<file path="src/sync_slave_pkg.sv">
// Constants for the synchronous slave serial port
package sync_slave_pkg;
  // Register byte addresses on APB
  localparam logic [7:0] ADDR_INTERRUPT_CONTROL = 8'h00;
  localparam logic [7:0] ADDR_IRQ_FLAGS         = 8'h04;
  localparam logic [7:0] ADDR_IRQ_ENABLES       = 8'h08;
  localparam logic [7:0] ADDR_IRQ_PRIORITY      = 8'h0c;
  localparam logic [7:0] ADDR_RECEIVE_STATUS    = 8'h10;
  localparam logic [7:0] ADDR_PORT_C_DIRECTION  = 8'h14;
  localparam logic [7:0] ADDR_TRANSMIT_HOLDING  = 8'h18;
  localparam logic [7:0] ADDR_TRANSMIT_STATUS   = 8'h1c;
  localparam logic [7:0] ADDR_BAUD_CONTROL      = 8'h20;
  localparam logic [7:0] ADDR_BAUD_DIV_HIGH     = 8'h24;
  localparam logic [7:0] ADDR_BAUD_DIV_LOW      = 8'h28;
  localparam logic [7:0] ADDR_RECEIVE_FIFO      = 8'h2c;
  localparam logic [7:0] ADDR_SLEEP_CONTROL     = 8'h30;
  // interrupt_control fields
  localparam int BIT_GLOBAL_IRQ_ENABLE     = 7;
  localparam int BIT_PERIPHERAL_IRQ_ENABLE = 6;
  // Flag / enable / priority fields
  localparam int BIT_RECEIVE_IRQ  = 5;
  localparam int BIT_TRANSMIT_IRQ = 4;
  // receive_status_control fields
  localparam int BIT_PORT_ENABLE        = 7;
  localparam int BIT_RX_NINE_SELECT     = 6;
  localparam int BIT_SINGLE_RX_ENABLE   = 5;
  localparam int BIT_CONTINUOUS_RX      = 4;
  localparam int BIT_OVERRUN_ERROR      = 1;
  localparam int BIT_RECEIVED_NINTH     = 0;
  // transmit_status_control fields
  localparam int BIT_CLOCK_ORIGIN       = 7;
  localparam int BIT_TX_NINE_SELECT     = 6;
  localparam int BIT_TRANSMIT_ENABLE    = 5;
  localparam int BIT_SYNC_MODE          = 4;
  localparam int BIT_SHIFTER_EMPTY      = 1;
  localparam int BIT_TRANSMIT_NINTH     = 0;
  // Writable masks; unimplemented bits read zero
  localparam logic [7:0] MASK_IRQ_FLAGS_ENABLES = 8'h7f;
  localparam logic [7:0] MASK_RECEIVE_STATUS_WR = 8'hf0;
  localparam logic [7:0] MASK_TRANSMIT_STATUS   = 8'hf1;
  localparam logic [7:0] MASK_BAUD_CONTROL      = 8'h3b;
  // Reset values
  localparam logic [7:0] RESET_ZERO             = 8'h00;
  localparam logic [7:0] RESET_DIRECTION        = 8'hff;
  // Receive FIFO depth and character width
  localparam int FIFO_DEPTH = 2;
  localparam int CHAR_BITS  = 9;
endpackage

</file>
<file path="src/serial_slave_shifter.sv">
// Link-side shifter: sampled clock edges drive transmit and receive shifts
`timescale 1ns/1ps
module serial_slave_shifter
  import sync_slave_pkg::*;
#(
  parameter int WIDTH = CHAR_BITS
) (
  // Clock and reset
  input  wire logic             pclk,
  input  wire logic             presetn,
  input  wire logic             clear,
  // Sampled link pins
  input  wire logic             clk_rise,
  input  wire logic             clk_fall,
  input  wire logic             data_in,
  // Configuration
  input  wire logic             rx_mode,
  input  wire logic             nine_bit,
  // Transmit side
  input  wire logic             tx_load,
  input  wire logic [WIDTH-1:0] tx_char,
  output logic                  tx_busy,
  output logic                  tx_done,
  output logic                  data_out,
  // Receive side
  input  wire logic             rx_block,
  output logic                  rx_done,
  output logic      [WIDTH-1:0] rx_char
);
  logic [WIDTH-1:0] shift_reg;
  logic [3:0]       count_reg;
  logic             busy_reg;
  logic             started_reg;
  logic [3:0]       char_len;
  logic             last_bit;

  // Nine or eight bits per character
  assign char_len = nine_bit ? 4'd9 : 4'd8;
  assign last_bit = (count_reg == char_len - 4'd1);
  assign tx_busy  = busy_reg;

  // Leading edge drives a bit, trailing edge counts it, LSB first
  always_ff @(posedge pclk or negedge presetn) begin
    if (!presetn) begin
      shift_reg   <= '0;
      count_reg   <= '0;
      busy_reg    <= 1'b0;
      started_reg <= 1'b0;
      data_out    <= 1'b0;
      tx_done     <= 1'b0;
      rx_done     <= 1'b0;
      rx_char     <= '0;
    end else begin
      tx_done <= 1'b0;
      rx_done <= 1'b0;
      if (clear) begin
        busy_reg    <= 1'b0;
        started_reg <= 1'b0;
        count_reg   <= '0;
      end else if (rx_mode) begin
        busy_reg <= 1'b0;
        if (clk_fall && !rx_block) begin
          shift_reg <= {1'b0, shift_reg[WIDTH-1:1]};
          shift_reg[WIDTH-1] <= data_in;
          if (last_bit) begin
            count_reg <= '0;
            rx_done   <= 1'b1;
            rx_char   <= nine_bit ? {data_in, shift_reg[WIDTH-1:1]}
                                  : {1'b0, data_in, shift_reg[WIDTH-1:2]};
          end else begin
            count_reg <= count_reg + 4'd1;
          end
        end
      end else if (tx_load && !busy_reg) begin
        shift_reg   <= tx_char;
        busy_reg    <= 1'b1;
        started_reg <= 1'b0;
        count_reg   <= '0;
      end else if (busy_reg) begin
        if (clk_rise) begin
          data_out    <= shift_reg[0];
          shift_reg   <= {1'b0, shift_reg[WIDTH-1:1]};
          started_reg <= 1'b1;
        end else if (clk_fall && started_reg) begin
          started_reg <= 1'b0;
          if (last_bit) begin
            busy_reg  <= 1'b0;
            tx_done   <= 1'b1;
            count_reg <= '0;
          end else begin
            count_reg <= count_reg + 4'd1;
          end
        end
      end
    end
  end
endmodule

</file>
<file path="src/sync_slave_serial_port.sv">
// Synchronous slave serial port with APB register file
//
// Local design decisions: register access over APB and the register offsets.
`timescale 1ns/1ps
module sync_slave_serial_port
  import sync_slave_pkg::*;
#(
  parameter int DEPTH = FIFO_DEPTH
) (
  // APB slave
  input  wire logic        pclk,
  input  wire logic        presetn,
  input  wire logic        psel,
  input  wire logic        penable,
  input  wire logic        pwrite,
  input  wire logic [7:0]  paddr,
  input  wire logic [31:0] pwdata,
  output logic      [31:0] prdata,
  output logic             pready,
  output logic             pslverr,
  // Serial link pins
  input  wire logic        serial_clock_pin_in,
  input  wire logic        serial_data_pin_in,
  output logic             serial_data_pin_out,
  output logic             serial_data_pin_oe,
  output logic             serial_clock_pin_oe,
  // Core wake and interrupt request
  output logic             wake_request,
  output logic             irq_vector
);
  // Registers
  logic [7:0]           interrupt_control_reg;
  logic [7:0]           flags_en_reg;
  logic [7:0]           priority_reg;
  logic [7:0]           rx_ctrl_reg;
  logic [7:0]           direction_reg;
  logic [7:0]           tx_ctrl_reg;
  logic [7:0]           baud_ctrl_reg;
  logic [7:0]           div_high_reg;
  logic [7:0]           div_low_reg;
  logic                 sleep_reg;
  logic [7:0]           hold_reg;
  logic                 hold_ninth_reg;
  logic                 hold_full_reg;
  logic                 overrun_reg;
  logic [CHAR_BITS-1:0] fifo_mem [DEPTH];
  logic [1:0]           fifo_count_reg;
  logic                 rd_ptr_reg;
  logic                 wr_ptr_reg;
  // Two-stage synchronisers and edge history
  logic [1:0]           clk_sync_reg;
  logic [1:0]           dat_sync_reg;
  logic                 clk_prev_reg;

  // APB decode
  logic access;
  logic wr_en;
  logic rd_en;
  logic addr_known;
  logic sel_int;
  logic sel_flg;
  logic sel_ien;
  logic sel_pri;
  logic sel_rcs;
  logic sel_dir;
  logic sel_txh;
  logic sel_txs;
  logic sel_bdc;
  logic sel_bdh;
  logic sel_bdl;
  logic sel_rxf;
  logic sel_slp;
  assign access  = psel && penable;
  assign wr_en   = access && pwrite;
  assign rd_en   = access && !pwrite;
  assign sel_int = (paddr == ADDR_INTERRUPT_CONTROL);
  assign sel_flg = (paddr == ADDR_IRQ_FLAGS);
  assign sel_ien = (paddr == ADDR_IRQ_ENABLES);
  assign sel_pri = (paddr == ADDR_IRQ_PRIORITY);
  assign sel_rcs = (paddr == ADDR_RECEIVE_STATUS);
  assign sel_dir = (paddr == ADDR_PORT_C_DIRECTION);
  assign sel_txh = (paddr == ADDR_TRANSMIT_HOLDING);
  assign sel_txs = (paddr == ADDR_TRANSMIT_STATUS);
  assign sel_bdc = (paddr == ADDR_BAUD_CONTROL);
  assign sel_bdh = (paddr == ADDR_BAUD_DIV_HIGH);
  assign sel_bdl = (paddr == ADDR_BAUD_DIV_LOW);
  assign sel_rxf = (paddr == ADDR_RECEIVE_FIFO);
  assign sel_slp = (paddr == ADDR_SLEEP_CONTROL);
  assign addr_known = sel_int | sel_flg | sel_ien | sel_pri | sel_rcs | sel_dir
                    | sel_txh | sel_txs | sel_bdc | sel_bdh | sel_bdl | sel_rxf
                    | sel_slp;
  // Every access completes in its access cycle; no wait states added
  // Zero-wait slave; unmapped addresses answer with an error
  assign pready  = 1'b1;
  assign pslverr = access && !addr_known;

  // Mode decode
  // Slave only with port, sync and external clock all selected
  logic port_on;
  logic sync_on;
  logic slave_on;
  logic rx_mode;
  logic rx_nine;
  logic tx_nine;
  logic tx_en;
  logic cont_rx;
  assign port_on  = rx_ctrl_reg[BIT_PORT_ENABLE];
  assign sync_on  = tx_ctrl_reg[BIT_SYNC_MODE];
  assign slave_on = port_on && sync_on && !tx_ctrl_reg[BIT_CLOCK_ORIGIN];
  assign cont_rx  = rx_ctrl_reg[BIT_CONTINUOUS_RX];
  // Either enable selects receive; in slave only continuous does work
  assign rx_mode  = cont_rx || rx_ctrl_reg[BIT_SINGLE_RX_ENABLE];
  assign rx_nine  = rx_ctrl_reg[BIT_RX_NINE_SELECT];
  assign tx_nine  = tx_ctrl_reg[BIT_TX_NINE_SELECT];
  assign tx_en    = tx_ctrl_reg[BIT_TRANSMIT_ENABLE];

  // Link edges are seen two to three clocks late; data is delayed alike,
  // so a falling-edge sample still sees the bit it belongs to
  // Pin synchronisers; only the second stage is read
  always_ff @(posedge pclk or negedge presetn) begin
    if (!presetn) begin
      clk_sync_reg <= 2'b00;
      dat_sync_reg <= 2'b00;
      clk_prev_reg <= 1'b0;
    end else begin
      clk_sync_reg <= {clk_sync_reg[0], serial_clock_pin_in};
      dat_sync_reg <= {dat_sync_reg[0], serial_data_pin_in};
      clk_prev_reg <= clk_sync_reg[1];
    end
  end

  logic clk_rise;
  logic clk_fall;
  assign clk_rise = clk_sync_reg[1] && !clk_prev_reg;
  assign clk_fall = !clk_sync_reg[1] && clk_prev_reg;

  // Shifter hookup
  logic                 shift_clear;
  logic                 tx_busy;
  logic                 rx_done;
  logic                 tx_load;
  logic                 rx_active;
  logic                 fifo_full;
  logic                 fifo_empty;
  logic                 rx_block;
  logic [CHAR_BITS-1:0] rx_char;
  logic [CHAR_BITS-1:0] tx_char;
  // Done pulse unused: the holding flag already drives the reload
  assign shift_clear = !slave_on;
  assign rx_active   = slave_on && cont_rx;
  assign fifo_full   = (fifo_count_reg == 2'(DEPTH));
  assign fifo_empty  = (fifo_count_reg == 2'd0);
  // Stop taking bits while overrun stands
  assign rx_block    = overrun_reg || !rx_active;
  // Holding register feeds the shifter as soon as it is idle
  assign tx_load     = slave_on && !rx_mode && tx_en && hold_full_reg;
  assign tx_char     = {tx_nine ? hold_ninth_reg : 1'b0, hold_reg};

  serial_slave_shifter #(
    .WIDTH(CHAR_BITS)
  ) u_shifter (
    .pclk     (pclk),
    .presetn  (presetn),
    .clear    (shift_clear),
    .clk_rise (clk_rise),
    .clk_fall (clk_fall),
    .data_in  (dat_sync_reg[1]),
    .rx_mode  (rx_mode),
    .nine_bit (rx_mode ? rx_nine : tx_nine),
    .tx_load  (tx_load),
    .tx_char  (tx_char),
    .tx_busy  (tx_busy),
    .tx_done  (),
    .data_out (serial_data_pin_out),
    .rx_block (rx_block),
    .rx_done  (rx_done),
    .rx_char  (rx_char)
  );

  // Data pin released between characters so the master may drive it
  // Pin drivers: clock never driven in slave, data only when transmitting
  assign serial_clock_pin_oe = 1'b0;
  assign serial_data_pin_oe  = slave_on && !rx_mode && tx_en && tx_busy;

  // FIFO push and pop
  logic push;
  logic pop;
  logic take_hold;
  assign push      = rx_done && rx_active && !fifo_full;
  assign pop       = rd_en && sel_rxf && !fifo_empty;
  assign take_hold = tx_load && !tx_busy;

  // Flags are live state, not software-cleared bits
  logic tx_flag;
  logic rx_flag;
  logic top_ninth;
  assign tx_flag   = tx_en && !hold_full_reg;
  assign rx_flag   = !fifo_empty;
  assign top_ninth = rx_nine ? fifo_mem[rd_ptr_reg][CHAR_BITS-1] : 1'b0;

  // Priority bits are kept for software only; one request line leaves
  // Divisor and baud bits are kept for the map; slave uses no divisor
  // Register file write side
  always_ff @(posedge pclk or negedge presetn) begin
    if (!presetn) begin
      interrupt_control_reg    <= RESET_ZERO;
      flags_en_reg  <= RESET_ZERO;
      priority_reg  <= RESET_ZERO;
      rx_ctrl_reg   <= RESET_ZERO;
      direction_reg <= RESET_DIRECTION;
      tx_ctrl_reg   <= RESET_ZERO;
      baud_ctrl_reg <= RESET_ZERO;
      div_high_reg  <= RESET_ZERO;
      div_low_reg   <= RESET_ZERO;
      sleep_reg     <= 1'b0;
    end else if (wr_en) begin
      if (sel_int) interrupt_control_reg <= pwdata[7:0];
      if (sel_ien) flags_en_reg <= pwdata[7:0] & MASK_IRQ_FLAGS_ENABLES;
      if (sel_pri) priority_reg <= pwdata[7:0] & MASK_IRQ_FLAGS_ENABLES;
      if (sel_rcs) rx_ctrl_reg <= pwdata[7:0] & MASK_RECEIVE_STATUS_WR;
      if (sel_dir) direction_reg <= pwdata[7:0];
      if (sel_txs) tx_ctrl_reg <= pwdata[7:0] & MASK_TRANSMIT_STATUS;
      if (sel_bdc) baud_ctrl_reg <= pwdata[7:0] & MASK_BAUD_CONTROL;
      if (sel_bdh) div_high_reg <= pwdata[7:0];
      if (sel_bdl) div_low_reg <= pwdata[7:0];
      if (sel_slp) sleep_reg <= pwdata[0];
    end
  end

  // A write while the shifter runs waits here, which keeps the flag low
  // Holding register: write fills it, shifter load empties it
  always_ff @(posedge pclk or negedge presetn) begin
    if (!presetn) begin
      hold_reg       <= RESET_ZERO;
      hold_ninth_reg <= 1'b0;
      hold_full_reg  <= 1'b0;
    end else if (!slave_on || !tx_en) begin
      hold_full_reg  <= 1'b0;
    end else if (wr_en && sel_txh) begin
      hold_reg       <= pwdata[7:0];
      hold_ninth_reg <= tx_ctrl_reg[BIT_TRANSMIT_NINTH];
      hold_full_reg  <= 1'b1;
    end else if (take_hold) begin
      hold_full_reg  <= 1'b0;
    end
  end

  // Overrun freezes the stored entries; software may still read both
  // Clearing continuous receive drops overrun but keeps the entries
  // Receive FIFO and overrun
  always_ff @(posedge pclk or negedge presetn) begin
    if (!presetn) begin
      fifo_count_reg <= 2'd0;
      rd_ptr_reg     <= 1'b0;
      wr_ptr_reg     <= 1'b0;
      overrun_reg    <= 1'b0;
    end else if (!port_on || !cont_rx) begin
      overrun_reg    <= 1'b0;
      if (!port_on) begin
        fifo_count_reg <= 2'd0;
        rd_ptr_reg     <= 1'b0;
        wr_ptr_reg     <= 1'b0;
      end else if (pop) begin
        fifo_count_reg <= fifo_count_reg - 2'd1;
        rd_ptr_reg     <= !rd_ptr_reg;
      end
    end else begin
      if (push) begin
        wr_ptr_reg <= !wr_ptr_reg;
      end
      if (pop) begin
        rd_ptr_reg <= !rd_ptr_reg;
      end
      fifo_count_reg <= fifo_count_reg + {1'b0, push} - {1'b0, pop};
      // Third full character with FIFO full; stored ones kept
      if (rx_done && rx_active && fifo_full) begin
        overrun_reg <= 1'b1;
      end
    end
  end

  // FIFO storage, one loop over entries
  for (genvar i = 0; i < DEPTH; i++) begin : g_fifo
    always_ff @(posedge pclk or negedge presetn) begin
      if (!presetn) begin
        fifo_mem[i] <= '0;
      end else if (push && (wr_ptr_reg == 1'(i))) begin
        fifo_mem[i] <= rx_char;
      end
    end
  end

  // Wake and vector requests
  // Levels, not pulses: a request stands while an enabled flag stands
  logic tx_irq;
  logic rx_irq;
  logic periph_irq;
  assign tx_irq       = tx_flag && flags_en_reg[BIT_TRANSMIT_IRQ];
  assign rx_irq       = rx_flag && flags_en_reg[BIT_RECEIVE_IRQ];
  assign periph_irq   = interrupt_control_reg[BIT_PERIPHERAL_IRQ_ENABLE] && (tx_irq || rx_irq);
  assign wake_request = sleep_reg && periph_irq;
  assign irq_vector   = periph_irq && interrupt_control_reg[BIT_GLOBAL_IRQ_ENABLE];

  // Read multiplexer; status bits live, reserved bits zero
  // An empty FIFO read returns the stale entry and pops nothing
  logic [7:0] flags_rd;
  logic [7:0] rcs_rd;
  logic [7:0] txs_rd;
  logic [7:0] rd_byte;
  assign flags_rd = {2'b00, rx_flag, tx_flag, 4'h0};
  assign rcs_rd   = {rx_ctrl_reg[7:4], 2'b00, overrun_reg, top_ninth};
  assign txs_rd   = {tx_ctrl_reg[7:2], !tx_busy && !hold_full_reg,
                     tx_ctrl_reg[BIT_TRANSMIT_NINTH]};
  assign rd_byte  = sel_int ? interrupt_control_reg
                  : sel_flg ? flags_rd
                  : sel_ien ? flags_en_reg
                  : sel_pri ? priority_reg
                  : sel_rcs ? rcs_rd
                  : sel_dir ? direction_reg
                  : sel_txs ? txs_rd
                  : sel_bdc ? baud_ctrl_reg
                  : sel_bdh ? div_high_reg
                  : sel_bdl ? div_low_reg
                  : sel_rxf ? fifo_mem[rd_ptr_reg][7:0]
                  : sel_slp ? {7'h00, sleep_reg}
                  : 8'h00;
  assign prdata   = {24'h000000, rd_byte};
endmodule

</file>
<file path="config.mk">
export PLATFORM = sky130hd
export DESIGN_NAME = sync_slave_serial_port
export DESIGN_NICKNAME = d
export VERILOG_FILES = /design/src/sync_slave_pkg.sv /design/src/serial_slave_shifter.sv /design/src/sync_slave_serial_port.sv
export SDC_FILE = /design/constraint.sdc
export NUM_CORES = 1
export LEC_CHECK = 0
export ABC_AREA = 1
export BUFFER_PORTS_ARGS = -buffer_cell sky130_fd_sc_hd__buf_2
export CORE_MARGIN = 5
export CORE_UTILIZATION = 49
export CTS_BUF_LIST = sky130_fd_sc_hd__clkbuf_2 sky130_fd_sc_hd__clkbuf_4 sky130_fd_sc_hd__clkbuf_8
export CTS_CLUSTER_SIZE = 25
export DETAILED_ROUTE_END_ITERATION = 6
export PLACE_DENSITY = 0.7
export SETUP_SLACK_MARGIN = 0.5
export SYNTH_ARGS = -nofsm -noshare
export SYNTH_HDL_FRONTEND = slang
export SYNTH_SLANG_ARGS = --single-unit
</file>
<file path="constraint.sdc">
create_clock -name pclk -period 4.3 [get_ports pclk]
set_input_delay 0.86 -clock pclk [delete_from_list [all_inputs] [get_ports pclk]]
set_output_delay 0.86 -clock pclk [all_outputs]
set_load 0.02 [all_outputs]
</file>
==> metrics.md <==
| Metric | Value |
|---|---|
| Endpoints failing setup | `0` |
| Top-count cell post-synth | `nand2_1` |
| R2R depth | `12` |
| Peak Freq | `approximately 280 MHz` |
| Area delta synth->final | `9.459%` |
| Final WL | `roughly 15,000 µm` |
| Clock buffer depth | `2` |
| FF-to-FF End | `fifo_count_reg[0]` |
| Number of global-route vias before repair | `4,806` |
| Critical path's largest stage delay | `about 0.26 ns` |
| Synth Warn # | `0` |
| Drt via density | `5.183` |
| RSZ-0062 raised after global routing | `false` |
| Slew HR | `~40%` |
| CTS tree | `yes` |
| Netlist cell types | `47` |
| Non-filler instance count after layout | `around 970` |
| Top routing layer in use | `met4` |
| Reg clk slew, reported paths | `approximately 0.060 ns` |
| Buf+Inv Stages, Crit Path | `4` |
| Crit share post-route | `between 80% and 90%` |
| Die Ht | `123.4 µm` |
| Synth area leader | `dfrtp_1` |
| Detail Placement HPWL | `around 11,000 µm` |
| Ys async rst share | `100.0%` |
| CTS resizes | `0` |
| Fin nets | `836` |
| Pin count of the biggest net entering global routing | `about 70` |
| Clk root buf | `clkbuf_8` |
| Max reg flops | `18` |
| Die Wd | `roughly 120 µm` |
| Max-slew violations | `0` |
| Initial antenna violation count | `0` |
| Global-route wire length before repair | `24,270 µm` |
| Worst Path Max Fanout | `7` |
| Slew @ Worst Pin | `0.9028 ns` |
| Total core area | `12,620 µm²` |
| Peak VDD IR | `0.3311 mV` |
| Global Route Usage Sum | `roughly a fifth` |
| Post-synth EDFFs | `0` |
| Clk_skew | `0.01202 ns` |
| Tightest Hold Check Type | `flip-flop to flip-flop` |
| CP dominant cell by count | `nand2_1` |
| Grt ovf | `0` |
| Mapped Area | `between 6000 and 7000 µm²` |
| Max Cap Violations | `0` |
| Die Area | `15,220 µm²` |
| Hold Path Depth | `0` |
| Critical path class | `primary input to primary output` |
| Rows | `41` |
| Hold EP | `dat_sync_reg[1]` |
| Crit-path slowest cell | `nor2_1` |
| Critical-path cell list | `buf_2 > inv_1 > nand2_1 > nor2_1 > nand2_1 > inv_1 > nand2_1 > nand4_1 > o21ai_0 > nand2_1 > nand2_1 > nand2_1 > nand2_1 > nand2_1 > buf_2` |
| ANT nets after route | `0` |
| Starting Density | `about half` |
| Top cells by count, synth | `225 x nand2_1, 117 x dfrtp_1, 96 x o21ai_0, 65 x inv_1, 39 x nor2_1` |
| Top delay family on crit path | `simple AND/OR/NAND/NOR gates` |
| Worst EP required | `roughly 3.4 ns` |
| Wire length per cell | `about 15 µm` |
| Status | `finished clean` |
| Design Power | `around 2.3 mW` |
| Period minus WS final | `roughly 3.6 ns` |
| Synth area leaders | `dfrtp_1 47%, nand2_1 13%, o21ai_0 7.6%, inv_1 3.9%, buf_4 3.3%` |
| R2r setup slk | `2.02 ns` |
| H-tree Lvls | `4` |
| Post-CTS setup buffers | `0` |
| Clock sinks | `~130` |
| Worst Setup SP | `paddr[4]` |
| Post-synth top area share | `46.50%` |
| Total CTS buffers | `17` |
| Placer Congestion | `roughly 0.94` |
| M1 WL | `between 6000 and 7000 µm` |
| Synth Register Bits | `about 130` |
| CP startpoint kind | `primary input` |
| DRT Pass-1 Iters | `5` |
| Port Buffer Count | `35` |
| Worst hold start | `dat_sync_reg[0]` |
| Seq/Total Area, Yosys | `between 40% and 50%` |
| PwrDens | `~340 nW/µm²` |
| CP endpoint kind | `primary output` |
| Core Util, Final | `a little over half` |
| Pleak | `approximately 3.3 nW` |
| # placed instances | `between 900 and 1,000` |
| Worst-skew pair later-pin latency | `around 0.45 ns` |
| Routed wl met2 | `7108 µm` |
| Via count | `around 5,000` |
| Synth Flop Type | `dfrtp_1` |
| Layout cell share with drive strength beyond 1 | `approximately 16%` |
| DRC viols | `0` |
| Setup tns final | `0 ns` |
| Syn avg cell area | `between 8 and 9 µm²` |
| Critical path arrival | `approximately 2.7 ns` |
| Post-cts hold buffer count | `0` |
| DR iter-0 viols | `between 300 and 400` |
| Inserted Diodes | `0` |
| Met3 Routed Length | `roughly 910 µm` |
| Count of final hold-check violations | `0` |
| I/O pins | `between 80 and 90` |
| Worst reg2reg startpoint | `rx_ctrl_reg[7]` |
| Synth Instances | `roughly 750` |
==> area by class of cell <==
class	instances	area, µm²
Fill cell	1211	5728
Sequential cell	125	3138
Multi-Input combinational cell	527	2666
Clock buffer	23	304.0
Inverter	76	287.8
Tap cell	172	215.2
Timing Repair Buffer	37	192.7
Clock inverter	7	87.58
==> per-stage QoR <==
stage | worst slack (ns) | area, µm² | hold WS [ns]
after floorplan | 1.214 | 6386 | 0.3312
after global placement | 0.7828 | 6500 | 0.3355
after detailed placement | 0.7400 | 6500 | 0.3379
after CTS | 0.7363 | 6892 | 0.3550
after global routing | 0.5481 | 6892 | 0.3755
final | 0.7265 | 6892 | 0.3502
==> cells by family after synthesis <==
group | Yosys count | synth area share, %
simple gates | 326 | 23.53
compound gates | 150 | 13.00
flops | 125 | 49.84
buf+inv | 118 | 9.241
mux | 16 | 2.723
fa+ha+maj | 5 | 0.9936
xor+xnor | 4 | 0.5565
other cells | 2 | 0.1193
==> report_power, final <==
part / total, mW / internal, mW / leakage [nW] / switching [mW]
Combinational: 0.107 / 0.0202 / 1.40 / 0.0867
Sequential: 1.20 / 1.19 / 1.70 / 0.00831
Clock: 1.02 / 0.579 / 0.204 / 0.446
==> worst register-to-register path, cell delays in order (launching register included) <==
cell,delay (ns)
dfrtp_1,0.48
nand2_2,0.13
nor2_8,0.20
nand2_2,0.11
nor3b_2,0.20
inv_2,0.12
ha_1,0.29
inv_1,0.04
ha_1,0.27
nand3_1,0.08
o21ai_0,0.08
nand2_1,0.08
o21ai_0,0.07
==> cells in the final DEF, fill, tap and decap left out, types with 12 or more instances in the layout <==
cell and instances:
a21oi_1 12, buf_2 34, clkbuf_8 21, conb_1 26, dfrtp_1 117, inv_1 65
nand2_1 225, nand3_1 14, nor2_1 39, o21ai_0 96, o21ai_1 16
==> per-layer routing <==
metal | vias to the layer above | track usage [%]
met2 | 146 | 33.37
met5 | - | 0
met4 | 0 | 7.682
met3 | 17 | 5.261
met1 | 2410 | 28.29
li1 | 2439 | -
==> worst max-delay path by stage <==
stage,to,slack (ns),cells after the start
3_5_place_dp,prdata[1],0.74,15
4_1_cts,prdata[1],0.74,15
5_1_grt,prdata[2],0.55,11
2_1_floorplan,prdata[6],1.21,11
3_3_place_gp,prdata[1],0.78,15
6_report,prdata[1],0.73,15
Power figures use the tool's default switching activity.
